File: config.mk
export PLATFORM = sky130hd
export DESIGN_NAME = program_sequencer
export DESIGN_NICKNAME = d
export VERILOG_FILES = /design/src/verilog/seq_pkg.sv /design/src/verilog/program_sequencer.sv
export VERILOG_INCLUDE_DIRS = /design/src /design/src/verilog
export SDC_FILE = /design/constraint.sdc
export NUM_CORES = 1
export LEC_CHECK = 0
export BUFFER_PORTS_ARGS = -buffer_cell sky130_fd_sc_hd__buf_2
export CORE_AREA = 2 2 158 160
export DETAILED_ROUTE_END_ITERATION = 12
export DIE_AREA = 0 0 160 162
export PLACE_DENSITY = 0.77
export REMOVE_ABC_BUFFERS = 1
export SLEW_MARGIN = 25
export SYNTH_ARGS = -nofsm -noshare
export SYNTH_HDL_FRONTEND = slang
export SYNTH_SLANG_ARGS = --single-unit
File: constraint.sdc
create_clock -name core_clk -period 6.1 [get_ports core_clk]
set_clock_uncertainty 0.1 [all_clocks]
set_input_delay 0.61 -clock core_clk [delete_from_list [all_inputs] [get_ports core_clk]]
set_output_delay 0.61 -clock core_clk [all_outputs]
set_load 0.005 [all_outputs]
File: src/verilog/seq_cfg.svh
// Purpose: constants for the program sequencer
// Assumes: included by the sequencer, the properties and the testbench
// Notes:   register offsets are word addresses on the avalon bus
`ifndef SEQ_CFG_SVH
`define SEQ_CFG_SVH
`define PC_LOW_OFS        4'h0
`define TBL_PTR_OFS       4'h1
`define TBL_HIGH_OFS      4'h2
`define BANK_SEL_OFS      4'h3
`define STACK_STAT_OFS    4'h4
`define INT_CTRL_OFS      4'h5
`define PC_STAT_OFS       4'h6
`define RESET_VEC         15'h0000
`define EXT_INT_VEC       15'h0004
`define TMR0_VEC          15'h0008
`define TMR1_VEC          15'h000c
`define TMR2_VEC          15'h0010
`define MULTI_VEC         15'h0014
`define BANK_LO_BIT       5
`define BANK_HI_BIT       6
`define STACK_DEPTH       8
`define PAGE_BITS         8
`define ONE_PC            15'h0001
`endif

File: src/verilog/seq_pkg.sv
// Purpose: types shared by the program sequencer
// Assumes: seq_cfg.svh holds the numbers
// Notes:   none
package seq_pkg;
    typedef enum logic [4:0] {
        op_none   = 5'h00, op_jump   = 5'h01, op_call   = 5'h02,
        op_ret    = 5'h03, op_interrupt_return   = 5'h04, op_alu    = 5'h05,
        op_skip   = 5'h06, op_tbl_cur = 5'h07, op_tbl_last = 5'h08
    } op_type;

    typedef enum logic [3:0] {
        alu_add = 4'h0, alu_adc = 4'h1, alu_sub = 4'h2, alu_sbc = 4'h3,
        alu_and = 4'h4, alu_or  = 4'h5, alu_xor = 4'h6, alu_cpl = 4'h7,
        alu_rl  = 4'h8, alu_rlc = 4'h9, alu_rr  = 4'ha, alu_rrc = 4'hb,
        alu_inc = 4'hc, alu_dec = 4'hd, alu_daa = 4'he, alu_pass = 4'hf
    } alu_fn_type;

    // decoded instruction handed in by the decoder
    typedef struct packed {
        op_type     op;
        alu_fn_type fn;
        logic [7:0] a;
        logic [7:0] b;
        logic [14:0] target;
        logic       skip_if_zero;
    } instr_type;

    typedef struct packed {
        logic [7:0] data;
        logic       carry;
        logic       aux_carry;
        logic       zero;
        logic       overflow;
    } alu_out_type;

    typedef enum logic [2:0] {
        st_fetch = 3'b001,
        st_exec  = 3'b010,
        st_dummy = 3'b100
    } seq_state_type;
endpackage : seq_pkg

File: src/verilog/program_sequencer.sv
// Purpose: program counter, return stack, vectors, alu and table reads
// Assumes: one instruction cycle per core_clk when instr_valid and instr_ready are high
// Notes:   instructions arrive already decoded from program memory
`timescale 1ns/100ps
`include "seq_cfg.svh"

// Function
// - pc increments after ordinary instructions
// - only pc low byte is software visible
// - jumps, calls, interrupts, reset load target
// - taken skip inserts a dummy cycle
// - pc width follows memory size
// - low byte write jumps within page
// - low byte write inserts dummy cycle
// - eight level hidden return stack
// - call/interrupt push, returns pop
// - reset empties the stack
// - full stack holds off interrupt acknowledge
// - call on full stack still executes
// - alu writes result and updates flags
// - alu supports full arithmetic/logic set
// - program memory is 16-bit words
// - bank select bits 5 and 6 choose bank
// - execution starts at reset vector
// - external edge vector, selectable edge
// - each timer overflow has own vector
// - time base and serial share vector
// - table pointer gives low address byte
// - current page or last page table read
// - low byte to register, high to latch
// - table reads take two cycles
// - current page top bits from bank select
// - jumps and calls take two cycles
module program_sequencer
    import seq_pkg::*;
#(
    parameter int PC_WIDTH = 15
) (
    input  wire logic                 core_clk,
    input  wire logic                 reset_n,
    // avalon-mm slave
    input  wire logic [3:0]           avs_address,
    input  wire logic                 avs_read,
    input  wire logic                 avs_write,
    input  wire logic [31:0]          avs_writedata,
    input  wire logic [3:0]           avs_byteenable,
    output logic      [31:0]          avs_readdata,
    output logic                      avs_waitrequest,
    // decoded instruction
    input  wire logic                 instr_valid,
    input  wire instr_type            instr,
    output logic                      instr_ready,
    // program memory
    output logic      [PC_WIDTH-1:0]  prog_addr,
    input  wire logic [15:0]          prog_data,
    // alu and table results
    output logic                      result_valid,
    output alu_out_type               result,
    output logic                      tbl_low_valid,
    output logic      [7:0]           tbl_low_data,
    // interrupt sources
    input  wire logic                 ext_int_pin,
    input  wire logic                 tmr0_ovf,
    input  wire logic                 tmr1_ovf,
    input  wire logic                 tmr2_ovf,
    input  wire logic                 tbase_ovf,
    input  wire logic                 serial_done,
    output logic                      int_ack
);
    localparam int SP_W = $clog2(`STACK_DEPTH + 1);

    // registers
    logic [PC_WIDTH-1:0] pc_reg, pc_next;
    logic [PC_WIDTH-1:0] stack_reg [`STACK_DEPTH];
    logic [SP_W-1:0]     stack_level_index_reg;
    logic [7:0]          table_low_pointer_reg;
    logic [7:0]          table_high_latch_reg;
    logic [7:0]          bank_select_register_reg;
    logic [7:0]          control_reg_one_reg; // [1:0] edge, [7:2] enables
    logic [5:0]          int_flag_reg;
    logic                carry_reg;
    logic [2:0]          pin_sync_reg;
    seq_state_type       state_reg, state_next;
    logic                pcl_wr_pending_reg;
    logic [7:0]          pcl_wr_data_reg;
    logic                tbl_last_reg;

    // input pin passes two flops before edge detection
    logic ext_rise, ext_fall, ext_edge;
    assign ext_rise = pin_sync_reg[1] & ~pin_sync_reg[2];
    assign ext_fall = ~pin_sync_reg[1] & pin_sync_reg[2];
    assign ext_edge = (control_reg_one_reg[0] & ext_fall) |
                      (control_reg_one_reg[1] & ext_rise);

    // interrupt events and arbitration
    logic [5:0] int_event, int_pending;
    logic       stack_full, stack_empty, take_int;
    logic [2:0] int_sel;
    logic [PC_WIDTH-1:0] int_vec;
    assign int_event = {serial_done, tbase_ovf, tmr2_ovf, tmr1_ovf,
                        tmr0_ovf, ext_edge};
    assign int_pending = int_flag_reg & control_reg_one_reg[7:2];
    assign stack_full  = (stack_level_index_reg == SP_W'(`STACK_DEPTH));
    assign stack_empty = (stack_level_index_reg == '0);
    // flag is still recorded; only the acknowledge waits for room
    assign take_int = (state_reg == st_fetch) && (|int_pending) &&
                      !stack_full && !pcl_wr_pending_reg;
    always_comb begin
        int_sel = 3'd0;
        for (int i = 5; i >= 0; i--) begin
            if (int_pending[i]) begin
                int_sel = 3'(i);
            end
        end
    end
    always_comb begin
        unique case (int_sel)
            3'd0:    int_vec = PC_WIDTH'(`EXT_INT_VEC);
            3'd1:    int_vec = PC_WIDTH'(`TMR0_VEC);
            3'd2:    int_vec = PC_WIDTH'(`TMR1_VEC);
            3'd3:    int_vec = PC_WIDTH'(`TMR2_VEC);
            default: int_vec = PC_WIDTH'(`MULTI_VEC);
        endcase
    end

    // bank bits and table address
    logic [PC_WIDTH-1:0] bank_top, tbl_addr, pc_inc;
    logic [7:0]          tbl_high;
    always_comb begin
        bank_top = '0;
        bank_top[PC_WIDTH-1] = bank_select_register_reg[`BANK_HI_BIT];
        if (PC_WIDTH > 14) begin
            bank_top[PC_WIDTH-2] = bank_select_register_reg[`BANK_LO_BIT];
        end
        if (PC_WIDTH == 14) begin
            bank_top[PC_WIDTH-1] = bank_select_register_reg[`BANK_LO_BIT];
        end
    end
    localparam int MIDW = PC_WIDTH - `PAGE_BITS - ((PC_WIDTH > 14) ? 2 : 1);
    assign tbl_addr = tbl_last_reg ?
        {{(PC_WIDTH-`PAGE_BITS){1'b1}}, table_low_pointer_reg} :
        (bank_top | {{(PC_WIDTH-MIDW-`PAGE_BITS){1'b0}},
                     pc_reg[`PAGE_BITS+MIDW-1:`PAGE_BITS],
                     table_low_pointer_reg});
    assign tbl_high = prog_data[15:8];
    assign pc_inc   = pc_reg + PC_WIDTH'(`ONE_PC);

    // alu, eight bit with carry and decimal adjust
    alu_out_type alu;
    logic [8:0]  wide;
    always_comb begin
        wide = 9'h000;
        unique case (instr.fn)
            alu_add:  wide = {1'b0, instr.a} + {1'b0, instr.b};
            alu_adc:  wide = {1'b0, instr.a} + {1'b0, instr.b} +
                             {8'h00, carry_reg};
            alu_sub:  wide = {1'b0, instr.a} + {1'b0, ~instr.b} + 9'h001;
            alu_sbc:  wide = {1'b0, instr.a} + {1'b0, ~instr.b} +
                             {8'h00, carry_reg};
            alu_and:  wide = {carry_reg, instr.a & instr.b};
            alu_or:   wide = {carry_reg, instr.a | instr.b};
            alu_xor:  wide = {carry_reg, instr.a ^ instr.b};
            alu_cpl:  wide = {carry_reg, ~instr.a};
            alu_rl:   wide = {carry_reg, instr.a[6:0], instr.a[7]};
            alu_rlc:  wide = {instr.a, carry_reg};
            alu_rr:   wide = {carry_reg, instr.a[0], instr.a[7:1]};
            alu_rrc:  wide = {instr.a[0], carry_reg, instr.a[7:1]};
            alu_inc:  wide = {carry_reg, instr.a + 8'h01};
            alu_dec:  wide = {carry_reg, instr.a - 8'h01};
            alu_daa:  begin
                wide = {1'b0, instr.a};
                if (wide[3:0] > 4'h9) begin
                    wide = wide + 9'h006;
                end
                if (wide[8] || carry_reg || wide[7:4] > 4'h9) begin
                    wide = wide + 9'h060;
                end
            end
            alu_pass: wide = {carry_reg, instr.a};
        endcase
        alu.data      = wide[7:0];
        alu.carry     = wide[8];
        alu.aux_carry = (instr.a[3:0] + instr.b[3:0]) > 5'h0f;
        alu.zero      = (wide[7:0] == 8'h00);
        alu.overflow  = (instr.a[7] == instr.b[7]) &&
                        (wide[7] != instr.a[7]);
    end

    // skip decision uses the alu result
    logic skip_taken;
    assign skip_taken = (instr.op == op_skip) &&
                        (alu.zero == instr.skip_if_zero);

    // bus decode; every access answers in the cycle it is seen, except a pc low write while a previous one is pending
    logic hit_pcl, hit_tbl, hit_bank, hit_ctrl, wr_pcl;
    assign hit_pcl  = (avs_address == `PC_LOW_OFS);
    assign hit_tbl  = (avs_address == `TBL_PTR_OFS);
    assign hit_bank = (avs_address == `BANK_SEL_OFS);
    assign hit_ctrl = (avs_address == `INT_CTRL_OFS);
    assign wr_pcl   = avs_write & hit_pcl & avs_byteenable[0];
    // a pc write waits while a previous one is still being taken
    assign avs_waitrequest = avs_write & hit_pcl & pcl_wr_pending_reg;
    always_comb begin
        unique case (avs_address)
            `PC_LOW_OFS:     avs_readdata = {24'h0, pc_reg[7:0]};
            `TBL_PTR_OFS:    avs_readdata = {24'h0, table_low_pointer_reg};
            `TBL_HIGH_OFS:   avs_readdata = {24'h0, table_high_latch_reg};
            `BANK_SEL_OFS:   avs_readdata = {24'h0, bank_select_register_reg};
            `STACK_STAT_OFS: avs_readdata = {30'h0, stack_full, stack_empty};
            `INT_CTRL_OFS:   avs_readdata = {18'h0, int_flag_reg,
                                             control_reg_one_reg};
            `PC_STAT_OFS:    avs_readdata = {16'h0, 1'b0, carry_reg,
                                             state_reg, 3'h0, 8'h0};
            default:         avs_readdata = 32'h0000_0000;
        endcase
    end

    // sequencing: next state and next pc
    always_comb begin
        state_next = state_reg;
        pc_next    = pc_reg;
        unique case (state_reg)
            st_fetch: begin
                if (take_int) begin
                    pc_next    = int_vec;
                    state_next = st_dummy;
                end else if (pcl_wr_pending_reg) begin
                    pc_next    = {pc_reg[PC_WIDTH-1:`PAGE_BITS],
                                  pcl_wr_data_reg};
                    state_next = st_dummy;
                end else if (instr_valid) begin
                    unique case (instr.op)
                        op_jump, op_call: begin
                            pc_next    = instr.target;
                            state_next = st_dummy;
                        end
                        op_ret, op_interrupt_return: begin
                            pc_next = stack_reg[3'(stack_level_index_reg
                                                   - SP_W'(1))];
                            state_next = st_dummy;
                        end
                        op_skip: begin
                            pc_next    = skip_taken ? pc_inc + 
                                         PC_WIDTH'(`ONE_PC) : pc_inc;
                            state_next = skip_taken ? st_dummy : st_fetch;
                        end
                        op_tbl_cur, op_tbl_last: begin
                            state_next = st_exec;
                        end
                        default: pc_next = pc_inc;
                    endcase
                end
            end
            st_exec: begin
                pc_next    = pc_inc;
                state_next = st_fetch;
            end
            st_dummy: state_next = st_fetch;
        endcase
    end
    // nothing is taken while a vector or a pc low write is being applied
    assign instr_ready = (state_reg == st_fetch) && !take_int &&
                         !pcl_wr_pending_reg;
    assign prog_addr   = (state_reg == st_exec) ? tbl_addr : pc_reg;

    // pc, state, pin sampling
    always_ff @(posedge core_clk or negedge reset_n) begin
        if (!reset_n) begin
            pc_reg       <= PC_WIDTH'(`RESET_VEC);
            state_reg    <= st_fetch;
            pin_sync_reg <= 3'h0;
        end else begin
            pc_reg       <= pc_next;
            state_reg    <= state_next;
            pin_sync_reg <= {pin_sync_reg[1:0], ext_int_pin};
        end
    end

    // return stack; no guard on a full push
    logic do_push, do_pop;
    logic [PC_WIDTH-1:0] push_val;
    assign do_push  = take_int || (instr_ready && instr_valid &&
                      instr.op == op_call);
    assign do_pop   = instr_ready && instr_valid && !stack_empty &&
                      (instr.op == op_ret || instr.op == op_interrupt_return);
    assign push_val = take_int ? pc_reg : pc_inc;
    always_ff @(posedge core_clk or negedge reset_n) begin
        if (!reset_n) begin
            stack_level_index_reg <= '0;
        end else if (do_push) begin
            // a push on a full stack overwrites the newest entry
            stack_reg[3'(stack_level_index_reg - SP_W'(stack_full))]
                <= push_val;
            if (!stack_full) begin
                stack_level_index_reg <= stack_level_index_reg + SP_W'(1);
            end
        end else if (do_pop) begin
            stack_level_index_reg <= stack_level_index_reg - SP_W'(1);
        end
    end

    // software registers and pending pc low write
    always_ff @(posedge core_clk or negedge reset_n) begin
        if (!reset_n) begin
            table_low_pointer_reg    <= 8'h00;
            bank_select_register_reg <= 8'h00;
            control_reg_one_reg      <= 8'h00;
            pcl_wr_pending_reg       <= 1'b0;
            pcl_wr_data_reg          <= 8'h00;
        end else begin
            if (avs_write && avs_byteenable[0] && hit_tbl) begin
                table_low_pointer_reg <= avs_writedata[7:0];
            end
            if (avs_write && avs_byteenable[0] && hit_bank) begin
                bank_select_register_reg <= avs_writedata[7:0];
            end
            if (avs_write && avs_byteenable[0] && hit_ctrl) begin
                control_reg_one_reg <= avs_writedata[7:0];
            end
            if (wr_pcl && !pcl_wr_pending_reg) begin
                pcl_wr_pending_reg <= 1'b1;
                pcl_wr_data_reg    <= avs_writedata[7:0];
            end else if (state_reg == st_fetch && !take_int) begin
                pcl_wr_pending_reg <= 1'b0;
            end
        end
    end

    // interrupt flags: a new event beats the acknowledge clear
    logic [5:0] ack_clear;
    assign ack_clear = take_int ? (6'h01 << int_sel) : 6'h00;
    assign int_ack   = take_int;
    always_ff @(posedge core_clk or negedge reset_n) begin
        if (!reset_n) begin
            int_flag_reg <= 6'h00;
        end else begin
            int_flag_reg <= (int_flag_reg & ~ack_clear) | int_event;
        end
    end

    // alu results, status flags and table data
    always_ff @(posedge core_clk or negedge reset_n) begin
        if (!reset_n) begin
            result_valid         <= 1'b0;
            result               <= '0;
            carry_reg            <= 1'b0;
            tbl_low_valid        <= 1'b0;
            tbl_low_data         <= 8'h00;
            table_high_latch_reg <= 8'h00;
            tbl_last_reg         <= 1'b0;
        end else begin
            result_valid  <= 1'b0;
            tbl_low_valid <= 1'b0;
            if (instr_ready && instr_valid && instr.op == op_alu) begin
                result_valid <= 1'b1;
                result       <= alu;
                carry_reg    <= alu.carry;
            end
            if (instr_ready && instr_valid) begin
                tbl_last_reg <= (instr.op == op_tbl_last);
            end
            if (state_reg == st_exec) begin
                tbl_low_valid        <= 1'b1;
                tbl_low_data         <= prog_data[7:0];
                table_high_latch_reg <= tbl_high;
            end
        end
    end
endmodule : program_sequencer

======== Word-level counts from Yosys, hierarchy flattened ========
Memories as Yosys holds them, arrays and structs flattened.
Index checks and enable logic that the tools add are counted.
Widths: inputs -> output; s select.
cells by class
  bitwise gates (word level) .............. 29
  reduce and logical (&&, ||, !) cells .... 45
  $add $sub $neg .......................... 15
  equality and inequality tests ........... 46
  shifts and indexed selects .............. 1
  muxes and demuxes ....................... 37
  $lt $le $gt $ge ......................... 3
operators by type and width
  kind                   number
  $pmux 9 s16            1
  $mux 15                7
  $pmux 15 s7            1
  $pmux 15 s4            1
  $eq 4x4->1 const B     9
  $add 15x1->15 const B  2
  $mux 3                 10
  $pmux 15 s2            1
  $eq 4x3->1 const B     7
  $mux 9                 3
  $eq 5x3->1 const B     4
  $pmux 5 s4             1
  $add 8x8->9            2
  $add 9x1->9            2
  $logic_and 1x1->1      18
  $eq 4x2->1 const B     4
  $not 8->8              2
  $or 15x13->15          1
  $and 6x6->6            2
  $logic_not 4->1        3
  $mux 4                 3
  $not 1->1              11
  $eq 5x2->1 const B     2
  $reduce_and 10->1      1
  other kinds (46)       78
storage, ports and cells
  RAM bits ................................ 120
  memories ................................ 1
  register bits ........................... 95
  word-level logic and storage cells ...... 198
  output and inout port bits .............. 72
memories
  memory     words  bits a word  rd ports  clocked after memory_dff  write ports  line                     source
  stack_reg  8      15           1         0                         1            program_sequencer.sv:74  logic [PC_WIDTH-1:0] stack_reg [`STACK_DEPTH];

======== Logic depth before layout (Yosys ltp) ========
  depth after elaboration ................. 16
  mapped depth ............................ 20
  gate-level depth less buffers ........... 17

======== Least setup slack after synthesis ========
OpenSTA, ideal clock, no wires.
  path kind ............................... register to register
  from .................................... reg stack_level_index_reg[0]
  to ...................................... mem stack_reg[6][0] (enable)
  period minus slack after synthesis ...... 4935 ps
  setup slack ............................. 1165 ps
  required time ........................... 5594 ps
  data arrival time ....................... 4429 ps
  stages on the path, launching flop included .. 16
  path through ............................ dfrtp_1 clkbuf_1 buf_1 clkbuf_1 inv_1 ha_1 nor2b_1 nand2_1 o211ai_1 nand2_1 nor2_1 nand2_1 or4_1 nand2_1 nand2_1 nor3_1
on the way
  word-level cells in the longest chain between the ends .. 13
RTL lines
  element                                  line                      source
  start, declared                          program_sequencer.sv:75   logic [SP_W-1:0] stack_level_index_reg;
  start signal, assigned                   program_sequencer.sv:295  stack_level_index_reg <= stack_level_index_reg + SP_W'(1);
  start signal, assigned                   program_sequencer.sv:298  stack_level_index_reg <= stack_level_index_reg - SP_W'(1);
  $eq 4x4->1                               program_sequencer.sv:103  assign stack_full = (stack_level_index_reg == SP_W'(`STACK_DEPTH));
  $logic_not 1->1                          -
  $logic_and 1x1->1                        program_sequencer.sv:106  assign take_int = (state_reg == st_fetch) && (|int_pending) &&
  $logic_and 1x1->1                        program_sequencer.sv:107  !stack_full && !pcl_wr_pending_reg;
  $logic_not 1->1                          program_sequencer.sv:262  assign instr_ready = (state_reg == st_fetch) && !take_int &&
  $logic_and 1x1->1 (2 in a row)           program_sequencer.sv:262
  via instr_ready                          program_sequencer.sv:52   output logic instr_ready,
  $logic_and 1x1->1 (2 in a row)           program_sequencer.sv:282  assign do_push = take_int || (instr_ready && instr_valid &&
  $logic_or 1x1->1                         program_sequencer.sv:282
  $mux 1                                   program_sequencer.sv:290  end else if (do_push) begin
  $logic_and 1x1->1 (not written as such)  program_sequencer.sv:292  stack_reg[3'(stack_level_index_reg - SP_W'(stack_full))]
  $mux 1 (not written as such)             program_sequencer.sv:292
  end, declared                            program_sequencer.sv:74
The timed path passes the listed nets, and every way through them passes these cells.

======== Worst setup path after layout ========
  from .................................... in instr[35] (netlist name)
  to ...................................... reg pc_reg[12]
on the way
  word-level cells in the longest chain between the ends .. 11
RTL lines
  element                                   line                      source
  start, declared                           program_sequencer.sv:51   input wire instr_type instr,
  $eq 4x4->1, or another cell as far along  program_sequencer.sv:153  unique case (instr.fn)
  $pmux 9 s16 (*)                           program_sequencer.sv:153
  $logic_not 8->1 (*)                       program_sequencer.sv:184  alu.zero = (wide[7:0] == 8'h00);
  $eq 1x1->1 (*)                            program_sequencer.sv:192  (alu.zero == instr.skip_if_zero);
  $logic_and 1x1->1 (*)                     program_sequencer.sv:191  assign skip_taken = (instr.op == op_skip) &&
  $mux 15 (*)                               program_sequencer.sv:243  pc_next = skip_taken ? pc_inc +
  $pmux 15 s4 (*)                           program_sequencer.sv:232  unique case (instr.op)
  $mux 15 (*)                               program_sequencer.sv:231  end else if (instr_valid) begin
  $mux 15 (*)                               program_sequencer.sv:227  end else if (pcl_wr_pending_reg) begin
  $mux 15 (*)                               program_sequencer.sv:224  if (take_int) begin
  $pmux 15 s2 (*)                           program_sequencer.sv:222  unique case (state_reg)
  end signal, assigned                      program_sequencer.sv:269  pc_reg <= PC_WIDTH'(`RESET_VEC);
  end signal, assigned                      program_sequencer.sv:273  pc_reg <= pc_next;
  end, declared                             program_sequencer.sv:73   logic [PC_WIDTH-1:0] pc_reg, pc_next;
Every way passes the cells marked *; elsewhere a longest branch is shown, timed or not. The select of a mux whose other input is x is not followed.
A chain may end at the register's enable or synchronous reset.

==> impl_metrics.py <==
metrics = {
    "clock_network": {
        "cts_root_buf": "clkbuf_16",
        "cts_hold_buf": 1,
        "clk_pin_slew_ns": 0.06,
        "cts-buffers-inserted": 22,
        "clockBufferDepth": 3,
        "cts_tree": "done",
        "clock_latency_ns": 0.52,
        "cts_setup_buffers": 0,
        "clkSinkCount": 215,
        "htreeDepth": 1,
        "post_cts_resized": 0,
    },
    "critical_path": {
        "crit_slowest_cell": "nor4b_4",
        "crit_chain": "buf_2, nor2b_1, nand2_1, nor2_1, ha_1, a21o_1, a21oi_1, nand2_1, xor2_1, a211o_1, a21oi_1, o22ai_1, nor4b_4, mux2i_1, mux2i_1, nor2_1, a2111oi_2",
        "worstSetupPathType": "input port to register",
        "crit_path_end_kind": "register",
        "start_kind": "input port",
        "max_stage_delay_ns": 0.50,
        "required_ns": 6.39,
        "worst_ep_arrival_time_ns": 5.17,
        "crit_fanout": 22,
    },
    "synth": {
        "ys.flop_type": "edfxtp_1",
        "synth_cells": 1390,
        "async_flop_share_pct": 44.19,
        "ys_seq_area_share_pct": 42.75,
        "syn_area_per_cell_um2": 10.07,
        "synth_cell_types": 88,
        "synth-seq-cells": 215,
        "syn_area_um2": 13990,
        "ys_warn_count": 0,
        "synth_edf_count": 120,
    },
    "floorplanning": {
        "io_pins": 180,
        "die_area_um2": 25920,
        "die_x_um": 160,
        "rows": 57,
        "fp.coreArea_um2": 24110,
        "die_h_um": 162,
        "start_util_pct": 58.05,
    },
    "layout": {
        "drive_gt1_share_pct": 20.98,
        "layout_common_cells": "nand2_1, buf_2, edfxtp_1, dfrtp_1, nor2_1",
        "largest_register_ffs": 120,
        "ff_latch_area_um2": 5983,
        "final_common_cell": "nand2_1",
        "final_cells": 1819,
        "multi_input_area_um2": 7403,
        "final.fill_count": 1973,
        "final_nets": 1628,
        "area_delta_synth_final_pct": 11.50,
    },
    "placed_design": {
        "post-dp-hpwl_um": 28660,
        "portBuffers": 134,
        "dp_cells": 1775,
        "place_congestion": 0.9799,
    },
    "power": {
        "vdd_drop_max_mv": 0.3232,
        "power-per-cell-area_nw_per_um2": 368.4,
        "power.leakage_nw": 6.334,
    },
    "drt": {
        "vias": 11720,
        "drtPass1Iterations": 6,
        "ant_nets": 0,
        "drt_iter0_drc": 1485,
        "totalWireLength_um": 40650,
        "routed_via_density": 6.443,
        "wl_per_cell_um": 22.35,
        "drc": 0,
    },
    "sta": {
        "hold_slack_ns": 0.09793,
        "fmax_ghz": 0.2047,
        "slew_headroom_pct": 42.41,
        "finalCriticalPeriod_ns": 4.886,
        "drv_slew": 0,
        "grt_setup_unrepaired": "false",
        "hold_violations": 0,
        "tightest_slew_ns": 0.8638,
        "period_share_pct": 80.10,
        "setup_viol_count_final": 0,
        "finalSetupTns_ns": 0,
    },
    "global_route": {
        "grt_max_degree": 62,
        "overflow": 0,
        "first_global_vias": 11372,
        "grt_pass1_wl_um": 63110,
        "antenna_found_initial": 1,
        "grt_usage_pct": 31.07,
    },
    "job": {
        "max_cap_viol_count": 0,
    },
    "status": {
        "status": "complete, no violations",
    },
    "min_path": {
        "hold_path_class": "input port to register",
    },
}
Yosys cell counts, types with 8 or more instances:
master / n / share of area (%)
a211oi_1: 13 / 0.70
a21o_1: 11 / 0.59
a21oi_1: 58 / 2.1
a221oi_1: 8 / 0.50
a22oi_1: 11 / 0.59
a31oi_1: 16 / 0.72
and2_1: 10 / 0.45
and3_1: 14 / 0.63
buf_1: 9 / 0.24
buf_2: 13 / 0.46
buf_4: 19 / 1.0
clkbuf_1: 74 / 2.0
dfrtp_1: 94 / 17
edfxtp_1: 120 / 26
ha_1: 41 / 3.7
inv_1: 38 / 1.0
mux2_2: 43 / 3.5
mux2i_1: 32 / 2.3
mux4_2: 37 / 6.0
nand2_1: 190 / 5.1
nand2b_1: 24 / 1.1
nand3_1: 36 / 1.3
nand4_1: 13 / 0.58
nor2_1: 81 / 2.2
nor2b_1: 17 / 0.76
nor3_1: 31 / 1.1
nor4_1: 9 / 0.40
o21a_1: 8 / 0.43
o21ai_0: 74 / 2.6
o221ai_1: 11 / 0.69
o22ai_1: 12 / 0.54
o31ai_1: 9 / 0.48
or3_1: 11 / 0.49
xnor2_1: 40 / 2.5
xor2_1: 31 / 1.9
critical path: cells and delay by family:
| kind | cells | cell delay [ns] |
|---|---|---|
| compound gates | 6 | 1.36 |
| buf+inv | 1 | 0.34 |
| fa+ha+maj | 1 | 0.37 |
| xor+xnor | 1 | 0.16 |
| simple gates | 6 | 1.59 |
| mux | 2 | 0.74 |
per-layer routing:
metal | routed length [µm] | global-route usage (%) | share of wire [%]
met4 | 1836 | 13.84 | 4.5
met2 | 19970 | 53.36 | 49
met3 | 3309 | 3.524 | 8.1
met5 | 0 | 0 | 0
met1 | 15530 | 40.12 | 38
metrics by stage:
stage	instance area, µm²	util, %	power [W]	worst slack (ns)
6_report	15600	64.73	0.005749	1.214
5_1_grt	15600	64.70	0.006032	0.9248
4_1_cts	15600	64.69	0.005725	1.292
3_5_place_dp	14830	61.50	0.004319	0.7906
3_3_place_gp	14830	61.50	0.004256	0.9049
2_1_floorplan	13500	-	0.003563	1.143
where the power goes:
part,internal [W],switching [W]
Sequential,0.00187,0.000230
Clock,0.000836,0.000571
Combinational,0.000931,0.00132
cell type report:
cell class	instances	share of cell area, %
multi-input cells	1035	47.45
flip-flops and latches	215	38.35
repair buffers	164	5.774
clock buffers	32	4.194
well taps	324	2.598
inverters	38	0.9142
clock inverters	8	0.6736
diodes	3	0.04812
logic make-up (layout without fill, tap and decap cells):
| family | Yosys count | in the layout | share of synthesized area, % |
|---|---|---|---|
| AND/OR/NAND/NOR | 485 | 485 | 17.11 |
| AO/OA/AOI/OAI | 304 | 304 | 14.66 |
| flip-flops | 215 | 215 | 42.75 |
| buffers and inverters | 156 | 242 | 4.971 |
| multiplexers | 112 | 112 | 11.70 |
| XOR/XNOR | 73 | 73 | 4.676 |
| adder cells (fa/ha/maj) | 44 | 44 | 4.095 |
| other | 1 | 20 | 0.02680 |
path summary, 6_finish.rpt:
kind	start	endpoint	slack, ns	cells past startpoint
worst min register to register	pin_sync_reg[0]$_DFF_PN0_	pin_sync_reg[1]$_DFF_PN0_	0.25	0
max in group asynchronous	reset_n	int_flag_reg[2]$_DFF_PN0_	4.15	3
worst min-delay path	ext_int_pin	pin_sync_reg[0]$_DFF_PN0_	0.1	1
worst max register to register	stack_level_index_reg[0]$_DFFE_PN0P_	stack_reg[2][0]$_DFFE_PP_	1.62	13
min in group asynchronous	reset_n	tbl_low_data[6]$_DFFE_PN0P_	0.52	2
worst max-delay path	instr[35]	pc_reg[12]$_DFFE_PN0P_	1.21	17
Power figures use the tool's default switching activity.
